**config.mk**
```make
export PLATFORM = sky130hd
export DESIGN_NAME = irt_interrupt_routing_offset_trim
export DESIGN_NICKNAME = d
export VERILOG_FILES = /design/src/irt_pkg.sv /design/src/irt_axis_trim.sv /design/src/irt_interrupt_routing_offset_trim.sv
export SDC_FILE = /design/constraint.sdc
export NUM_CORES = 1
export LEC_CHECK = 0
export BUFFER_PORTS_ARGS = -buffer_cell sky130_fd_sc_hd__buf_2
export CORE_MARGIN = 5
export CORE_UTILIZATION = 55
export CTS_CLUSTER_DIAMETER = 100
export DETAILED_ROUTE_END_ITERATION = 7
export PLACE_DENSITY = 0.77
export SKIP_CTS_REPAIR_TIMING = 1
export SLEW_MARGIN = 5
export SYNTH_ARGS = -nofsm -noshare
export SYNTH_HDL_FRONTEND = slang
export SYNTH_HIERARCHICAL = 1
export SYNTH_SLANG_ARGS = --single-unit
```
**constraint.sdc**
```tcl
create_clock -name i_mclk -period 2.9 [get_ports i_mclk]
set_clock_uncertainty 0.15 [all_clocks]
set_input_delay 0 -clock i_mclk [delete_from_list [all_inputs] [get_ports i_mclk]]
set_output_delay 0 -clock i_mclk [all_outputs]
set_load 0.1 [all_outputs]
```
**src/irt_pkg.sv**
```systemverilog
package irt_pkg;

  // register map, byte addresses on the register port
  localparam logic [7:0] IRT_ADDR_SOURCE      = 8'h0c;
  localparam logic [7:0] IRT_ADDR_WAKE_PIN    = 8'h2c;
  localparam logic [7:0] IRT_ADDR_ENABLE_MAP  = 8'h2d;
  localparam logic [7:0] IRT_ADDR_PIN_ROUTING = 8'h2e;
  localparam logic [7:0] IRT_ADDR_X_TRIM      = 8'h2f;
  localparam logic [7:0] IRT_ADDR_Y_TRIM      = 8'h30;
  localparam logic [7:0] IRT_ADDR_Z_TRIM      = 8'h31;

  // writable bit masks, reserved bits read as zero
  localparam logic [7:0] IRT_SRC_MASK      = 8'hbd;
  localparam logic [7:0] IRT_WAKE_PIN_MASK = 8'h7b;

  // reset values
  localparam logic [7:0] IRT_RST_ENABLE   = 8'h00;
  localparam logic [7:0] IRT_RST_ROUTING  = 8'h00;
  localparam logic [7:0] IRT_RST_WAKE_PIN = 8'h00;
  localparam logic [7:0] IRT_RST_TRIM     = 8'h00;

  // pin polarity and drive encodings
  localparam logic IRT_POL_ACTIVE_LOW  = 1'b0;
  localparam logic IRT_DRIVE_PUSH_PULL = 1'b0;
  localparam logic IRT_ROUTE_PIN_B     = 1'b0;

  // trim step in mg per least-significant bit
  localparam int IRT_TRIM_STEP_MG = 2;
  localparam int IRT_TRIM_WIDTH   = 8;
  localparam int IRT_AXIS_WIDTH   = 16;
  localparam int IRT_AXES         = 3;

  // one bit per interrupt source, same layout in source, enable and routing
  typedef struct packed {
    logic sleep_wake;
    logic rsv6;
    logic transient;
    logic orientation;
    logic pulse;
    logic fall_motion;
    logic rsv1;
    logic sample_ready;
  } irt_src_s;

  // wake-from-sleep selection and pin style
  typedef struct packed {
    logic rsv7;
    logic wake_on_transient;
    logic wake_on_orientation;
    logic wake_on_pulse;
    logic wake_on_fall_motion;
    logic rsv2;
    logic irq_polarity;
    logic irq_drive_select;
  } irt_wake_pin_s;

  // register port request
  typedef struct packed {
    logic       wr;
    logic       rd;
    logic [7:0] addr;
    logic [7:0] wdata;
  } irt_reg_req_s;

endpackage : irt_pkg
```
**src/irt_axis_trim.sv**
```systemverilog
`timescale 1ns/1ps
// adds a two's complement trim value to one axis sample
module irt_axis_trim #(
  parameter int AXIS_WIDTH = 16,
  parameter int TRIM_WIDTH = 8,
  parameter int STEP_MG    = 2
) (
  input  wire logic                         i_mclk,
  input  wire logic                         i_reset_n,
  input  wire logic signed [AXIS_WIDTH-1:0] i_sample,
  input  wire logic        [TRIM_WIDTH-1:0] i_trim,
  output      logic signed [AXIS_WIDTH-1:0] o_sample
);
  import irt_pkg::*;

  logic signed [AXIS_WIDTH-1:0] trim_mg;
  logic signed [AXIS_WIDTH-1:0] next_sample;

  // sign-extend, scale to mg, add
  always_comb begin
    trim_mg     = AXIS_WIDTH'(signed'(i_trim) * STEP_MG);
    next_sample = AXIS_WIDTH'(i_sample + trim_mg);
  end

  // registered corrected sample
  always_ff @(posedge i_mclk) begin
    if (!i_reset_n) begin
      o_sample <= '0;
    end else begin
      o_sample <= next_sample;
    end
  end

endmodule : irt_axis_trim

```
**src/irt_interrupt_routing_offset_trim.sv**
```systemverilog
`timescale 1ns/1ps
// Functional notes
// - four wake-select bits let transient, orientation, pulse and fall/motion wake from sleep, else bypassed in sleep; reset clear.
// - the polarity bit makes an active pin low at 0 (reset) and high at 1.
// - the drive-select bit gives push-pull at 0 (reset) and open drain at 1.
// - a source's flag reaches a pin only while its enable bit is set.
// - six enable bits at 7,5,4,3,2,0 reset to 0 with bits 6 and 1 reading zero.
// - every enabled source not bypassed in sleep reaches exactly one of the two pins.
// - a routing bit at the enable's position sends the source to pin a at 1, pin b at 0 (reset).
// - the host reads the source register at 0x0c to learn which sources fired.
// - each axis has an 8-bit two's complement trim added to its sample.
// - one trim step equals 2 mg.
// - trim registers are read/write and reset to zero.
// - x, y and z trims sit at 0x2f, 0x30 and 0x31.
module irt_interrupt_routing_offset_trim #(
  parameter int AXIS_WIDTH = irt_pkg::IRT_AXIS_WIDTH
) (
  input  wire logic                         i_mclk,
  input  wire logic                         i_reset_n,
  input  wire irt_pkg::irt_reg_req_s        i_reg_req,
  output      logic [7:0]                   o_reg_rdata,
  input  wire irt_pkg::irt_src_s            i_src_flags,
  input  wire logic                         i_sleep_mode,
  output      logic                         o_wake_request,
  input  wire logic signed [AXIS_WIDTH-1:0] i_x_sample,
  input  wire logic signed [AXIS_WIDTH-1:0] i_y_sample,
  input  wire logic signed [AXIS_WIDTH-1:0] i_z_sample,
  output      logic signed [AXIS_WIDTH-1:0] o_x_sample,
  output      logic signed [AXIS_WIDTH-1:0] o_y_sample,
  output      logic signed [AXIS_WIDTH-1:0] o_z_sample,
  output      logic                         o_irq_pin_a_out,
  output      logic                         o_irq_pin_a_oe,
  output      logic                         o_irq_pin_b_out,
  output      logic                         o_irq_pin_b_oe
);
  import irt_pkg::*;

  irt_src_s                         interrupt_enable_map;
  irt_src_s                         interrupt_pin_routing;
  irt_wake_pin_s                    wake_and_pin_config;
  logic [IRT_TRIM_WIDTH-1:0]        axis_trim [IRT_AXES];
  logic signed [AXIS_WIDTH-1:0]     axis_in   [IRT_AXES];
  logic signed [AXIS_WIDTH-1:0]     axis_out  [IRT_AXES];
  irt_src_s                         awake_mask;
  irt_src_s                         gated;
  logic                             active_a;
  logic                             active_b;
  logic                             next_wake;
  logic [7:0]                       next_rdata;

  // control register writes
  always_ff @(posedge i_mclk) begin
    if (!i_reset_n) begin
      interrupt_enable_map  <= IRT_RST_ENABLE;
      interrupt_pin_routing <= IRT_RST_ROUTING;
      wake_and_pin_config   <= IRT_RST_WAKE_PIN;
    end else if (i_reg_req.wr) begin
      case (i_reg_req.addr)
        IRT_ADDR_ENABLE_MAP:  interrupt_enable_map  <= i_reg_req.wdata & IRT_SRC_MASK;
        IRT_ADDR_PIN_ROUTING: interrupt_pin_routing <= i_reg_req.wdata & IRT_SRC_MASK;
        IRT_ADDR_WAKE_PIN:    wake_and_pin_config   <= i_reg_req.wdata & IRT_WAKE_PIN_MASK;
        default: begin
        end
      endcase
    end
  end

  // trim register writes
  always_ff @(posedge i_mclk) begin
    if (!i_reset_n) begin
      for (int i = 0; i < IRT_AXES; i++) begin
        axis_trim[i] <= IRT_RST_TRIM;
      end
    end else if (i_reg_req.wr) begin
      case (i_reg_req.addr)
        IRT_ADDR_X_TRIM: axis_trim[0] <= i_reg_req.wdata;
        IRT_ADDR_Y_TRIM: axis_trim[1] <= i_reg_req.wdata;
        IRT_ADDR_Z_TRIM: axis_trim[2] <= i_reg_req.wdata;
        default: begin
        end
      endcase
    end
  end

  // read mux, unmapped addresses read zero
  always_comb begin
    case (i_reg_req.addr)
      IRT_ADDR_SOURCE:      next_rdata = i_src_flags & IRT_SRC_MASK;
      IRT_ADDR_WAKE_PIN:    next_rdata = wake_and_pin_config;
      IRT_ADDR_ENABLE_MAP:  next_rdata = interrupt_enable_map;
      IRT_ADDR_PIN_ROUTING: next_rdata = interrupt_pin_routing;
      IRT_ADDR_X_TRIM:      next_rdata = axis_trim[0];
      IRT_ADDR_Y_TRIM:      next_rdata = axis_trim[1];
      IRT_ADDR_Z_TRIM:      next_rdata = axis_trim[2];
      default:              next_rdata = 8'h00;
    endcase
  end

  // read data holds until the next read
  always_ff @(posedge i_mclk) begin
    if (!i_reset_n) begin
      o_reg_rdata <= 8'h00;
    end else if (i_reg_req.rd) begin
      o_reg_rdata <= next_rdata;
    end
  end

  // wake-capable sources without their wake bit set are bypassed while asleep
  always_comb begin
    awake_mask              = IRT_SRC_MASK;
    awake_mask.transient    = !i_sleep_mode || wake_and_pin_config.wake_on_transient;
    awake_mask.orientation  = !i_sleep_mode || wake_and_pin_config.wake_on_orientation;
    awake_mask.pulse        = !i_sleep_mode || wake_and_pin_config.wake_on_pulse;
    awake_mask.fall_motion  = !i_sleep_mode || wake_and_pin_config.wake_on_fall_motion;
    gated    = i_src_flags & interrupt_enable_map & awake_mask;
    active_a = |(gated & interrupt_pin_routing);
    active_b = |(gated & ~interrupt_pin_routing);
    // only the four wake-capable functions raise a wake request
    next_wake = i_sleep_mode && (gated.transient || gated.orientation
                                 || gated.pulse || gated.fall_motion);
  end

  // pin level and enable from polarity and drive style
  always_ff @(posedge i_mclk) begin
    if (!i_reset_n) begin
      o_irq_pin_a_out <= 1'b1;
      o_irq_pin_a_oe  <= 1'b1;
      o_irq_pin_b_out <= 1'b1;
      o_irq_pin_b_oe  <= 1'b1;
    end else begin
      o_irq_pin_a_out <= active_a ~^ wake_and_pin_config.irq_polarity;
      o_irq_pin_b_out <= active_b ~^ wake_and_pin_config.irq_polarity;
      // open drain only ever pulls low
      o_irq_pin_a_oe  <= (wake_and_pin_config.irq_drive_select == IRT_DRIVE_PUSH_PULL)
                         || (active_a ~^ wake_and_pin_config.irq_polarity) == 1'b0;
      o_irq_pin_b_oe  <= (wake_and_pin_config.irq_drive_select == IRT_DRIVE_PUSH_PULL)
                         || (active_b ~^ wake_and_pin_config.irq_polarity) == 1'b0;
    end
  end

  // wake request from a wake-capable source while asleep
  always_ff @(posedge i_mclk) begin
    if (!i_reset_n) begin
      o_wake_request <= 1'b0;
    end else begin
      o_wake_request <= next_wake;
    end
  end

  // per-axis trim
  assign axis_in[0] = i_x_sample;
  assign axis_in[1] = i_y_sample;
  assign axis_in[2] = i_z_sample;
  assign o_x_sample = axis_out[0];
  assign o_y_sample = axis_out[1];
  assign o_z_sample = axis_out[2];

  for (genvar g = 0; g < IRT_AXES; g++) begin : g_axis
    irt_axis_trim #(
      .AXIS_WIDTH (AXIS_WIDTH),
      .TRIM_WIDTH (IRT_TRIM_WIDTH),
      .STEP_MG    (IRT_TRIM_STEP_MG)
    ) u_trim (
      .i_mclk    (i_mclk),
      .i_reset_n (i_reset_n),
      .i_sample  (axis_in[g]),
      .i_trim    (axis_trim[g]),
      .o_sample  (axis_out[g])
    );
  end
endmodule : irt_interrupt_routing_offset_trim

```
==> results.py <==
metrics = {
    "status": {
        "outcome": "finished with violations",
        "violations": "negative hold slack",
    },
    "pwr": {
        "swShare_pct": 38.9,
        "p_total_mw": 3.93,
        "powerDensity_nw_per_um2": 548,
        "p_int_mw": 2.40,
        "switching_power_mw": 1.53,
        "p_leak_nw": 3.26,
        "comb_power_share_pct": 34.6,
        "power_frac_clock_pct": 24.6,
        "seqPwrFrac_pct": 40.8,
        "ir_worst_vdd_uv": 316,
    },
    "cells_and_area": {
        "antenna_cells": 0,
        "n_fill_cell": 929,
        "nets": 901,
        "area_growth_pct": 20.7,
        "multi_input_area_um2": 3450,
        "drive_gt1_share_pct": 22.1,
        "seq_area_um2": 2300,
        "final_common_cell": "buf_2",
        "mostFrequentLayoutCells": "135 x buf_2, 79 x dfxtp_1, 61 x nand2_1, 42 x ha_1, 38 x mux2i_1",
    },
    "yosys": {
        "synth_warnings": 6,
        "ys.flop_type": "dfxtp_1",
        "syn_inst": 623,
        "syn_area_per_cell_um2": 9.54,
        "ys_ff_latch": 103,
        "async_flop_share_pct": 0,
        "synth_edf_count": 24,
        "synth.distinct_cells": 60,
        "netlist_area_um2": 5940,
        "synth_nets": 745,
        "seq_area_frac_synth_pct": 38.8,
    },
    "setup_path": {
        "cp.required_ps": 3060,
        "setup.worst_path.start": "axis_trim[0][23]$_DFFE_PP_",
        "path_depth": 6,
        "crit_arrival_ps": 2580,
        "worstSetupPathType": "reg2reg",
        "end_kind": "flip-flop",
        "reg2reg_slack_ps": 470,
        "crit_chain": "ha_1, a21o_1, a21oi_1, o221ai_1, a31oi_1, mux2i_1",
        "cp_slowest_stage_delay_ps": 590,
        "r2r_start": "axis_trim[0][23]$_DFFE_PP_",
        "crit_buf_inv": 0,
        "crit_fanout": 9,
        "cp_slowest_cell": "edfxtp_1",
        "endpoint": "g_axis[2].u_trim/o_sample[14]$_SDFF_PN0_",
        "reg2regPathDepth": 6,
        "path_delay_family": "compound AO/OA/AOI/OAI gates",
        "timing.rr.end": "g_axis[2].u_trim/o_sample[14]$_SDFF_PN0_",
        "startpoint_type": "flip-flop",
    },
    "detailed_routing": {
        "wl_per_cell_um": 16.8,
        "remaining_drc_errors": 0,
        "dr.first_iter.drc_count": 334,
        "vias": 5327,
        "wl_um": 15500,
        "first_pass_iters": 5,
        "via_per_inst": 5.77,
        "ant_nets": 0,
    },
    "floorplanning": {
        "die_w_um": 114,
        "boundaryPins": 138,
        "dieArea_um2": 13000,
        "die_y_um": 114,
        "initial_core_util_pct": 55.5,
        "rows": 38,
        "coreArea_um2": 10700,
    },
    "worst_hold_path": {
        "holdPathStages": 4,
        "worst_hold_path_type": "in2reg",
    },
    "sta": {
        "finalCriticalPeriod_ps": 2430,
        "finalMaxSlewViolations": 0,
        "whs_ps": -43.1,
        "period_share_pct": 83.7,
        "setup_tns_ps": 0,
        "finalHoldViolCount": 5,
        "finalSetupViolations": 0,
        "max_freq_mhz": 412,
        "slew_headroom_pct": 53.0,
        "rsz0062_at_grt": "false",
        "worstMarginPinSlew_ps": 703,
    },
    "global_routing": {
        "grt_pass1_vias": 5191,
        "gr-total-overflow": 0,
        "grt_pass1_wl_um": 24600,
        "grt_max_degree": 33,
        "antenna_found_initial": 0,
        "grt_use_total_pct": 23.6,
    },
    "placement": {
        "hpwlAfterDp_um": 11700,
        "place.gp.congestion": 0.904,
        "port-buffer-count": 135,
    },
    "clock_tree": {
        "clock_sink_count": 103,
        "path_clk_slew_ps": 90,
        "worstSkewPairLatency_ps": 370,
        "clock_tree.buffer_depth": 2,
        "cts-root-buf": "clkbuf_8",
        "htreeDepth": 3,
        "cts_tree": "done",
        "numCtsBuffers": 9,
    },
    "run": {
        "cap_viol_max_count": 0,
    },
}
-- kinds of logic (layout without fill, tap and decap cells) --
| kind of cell | count (synthesis) | in the layout | share of synthesized area, % |
|---|---|---|---|
| AOI/OAI and AO/OA | 156 | 156 | 18.4 |
| xor gates and xnor gates | 19 | 19 | 2.80 |
| adders and majority gates | 45 | 45 | 9.86 |
| buffers and inverters | 40 | 201 | 3.16 |
| DFF | 103 | 103 | 38.8 |
| muxes | 46 | 46 | 7.92 |
| and+or+nand+nor | 214 | 214 | 19.1 |
-- layer usage --
metal	part of all wire, %	up-vias	GRT usage (%)
li1	-	2612	-
met1	43	2483	29.4
met2	48	197	39.7
met3	6.8	35	4.88
met4	2.2	0	9.58
met5	0	-	0
-- worst min-delay path: cells and delay by family --
kind | cells | cell delay (ps)
fa+ha+maj | 1 | 180
buf+inv | 1 | 80
simple gates | 1 | 120
mux | 1 | 60
-- synthesized netlist by cell type (3+ instances only) --
master,n,area (µm²)
a21o_1,18,135
a21oi_1,34,170
a221o_1,3,30.0
a221oi_1,4,35.0
a22oi_1,9,67.6
a311o_1,3,30.0
a311oi_1,3,26.3
a31oi_1,12,75.1
a31oi_2,3,37.5
a32oi_1,4,35.0
a41oi_1,3,26.3
and2_1,18,113
and3_1,5,31.3
and4_1,7,61.3
buf_2,6,30.0
buf_6,3,33.8
clkbuf_1,7,26.3
dfxtp_1,79,1580
edfxtp_1,24,721
fa_1,3,60.1
ha_1,42,526
inv_1,21,78.8
mux2_2,8,90.1
mux2i_1,38,380
nand2_1,61,229
nand2b_1,16,100
nand3_1,18,90.1
nand4_1,5,31.3
nor2_1,33,124
nor2b_1,28,175
nor3_1,6,30.0
nor3b_1,3,22.5
o2111ai_1,3,26.3
o211ai_1,3,22.5
o21a_1,3,22.5
o21ai_0,21,105
o21ai_1,6,30.0
o221ai_1,3,26.3
o22ai_1,8,50.1
o31ai_1,6,45.0
o41ai_2,3,48.8
xnor2_1,9,78.8
xor2_1,10,87.6
-- state kept, by name, indices dropped and copies added (netlist names) --
signal                  flops
g_axis.u_trim/o_sample     48
axis_trim                  24
o_reg_rdata                 8
interrupt_enable_map        6
interrupt_pin_routing       6
wake_and_pin_config         6
o_irq_pin_a_oe              1
o_irq_pin_a_out             1
o_irq_pin_b_oe              1
o_irq_pin_b_out             1
o_wake_request              1
-- per-stage QoR --
stage / instance area, µm² / hold WS, ps / std cells / util [%] / worst slack [ps]
global route: 7170 / 2.09 / 924 / 67.0 / 382
CTS: 6910 / -333 / 898 / 64.6 / 541
detailed placement: 6710 / 63.6 / 882 / 62.7 / 561
floorplan: 5940 / -22.7 / 623 / - / 755
global placement: 6710 / 54.4 / 882 / 62.7 / 627
finish: 7170 / -43.1 / 924 / 67.0 / 474
-- worst min-delay path by stage --
stage / start / to / slack [ps]
after floorplan: i_x_sample[0] / g_axis[0].u_trim/o_sample[0]$_SDFF_PN0_ / -20
after global placement: i_x_sample[0] / g_axis[0].u_trim/o_sample[0]$_SDFF_PN0_ / 50
after detailed placement: i_y_sample[0] / g_axis[1].u_trim/o_sample[0]$_SDFF_PN0_ / 60
after CTS: i_y_sample[0] / g_axis[1].u_trim/o_sample[0]$_SDFF_PN0_ / -330
after global routing: i_z_sample[3] / g_axis[2].u_trim/o_sample[3]$_SDFF_PN0_ / 2
final: i_y_sample[14] / g_axis[1].u_trim/o_sample[14]$_SDFF_PN0_ / -40
-- power groups by stage --
| stage | clock, mW | combinational (mW) | sequential (mW) |
|---|---|---|---|
| after floorplan | 0 | 0.477 | 2.23 |
| after global placement | 0 | 1.30 | 1.63 |
| after detailed placement | 0 | 1.32 | 1.64 |
| after CTS | 0.978 | 1.32 | 1.60 |
| after global routing | 1.05 | 1.44 | 1.61 |
| final | 0.968 | 1.36 | 1.60 |
-- layout make-up --
class                      count  share of cell area, %
tap                          140                   2.44
inverter                      21                   1.10
clock inverter                 5                   1.01
multi-input combinational    480                   48.1
timing repair buffer         164                   13.4
sequential                   103                   32.1
clock buffer                  11                   1.83
(Power assumes the default switching activity.)
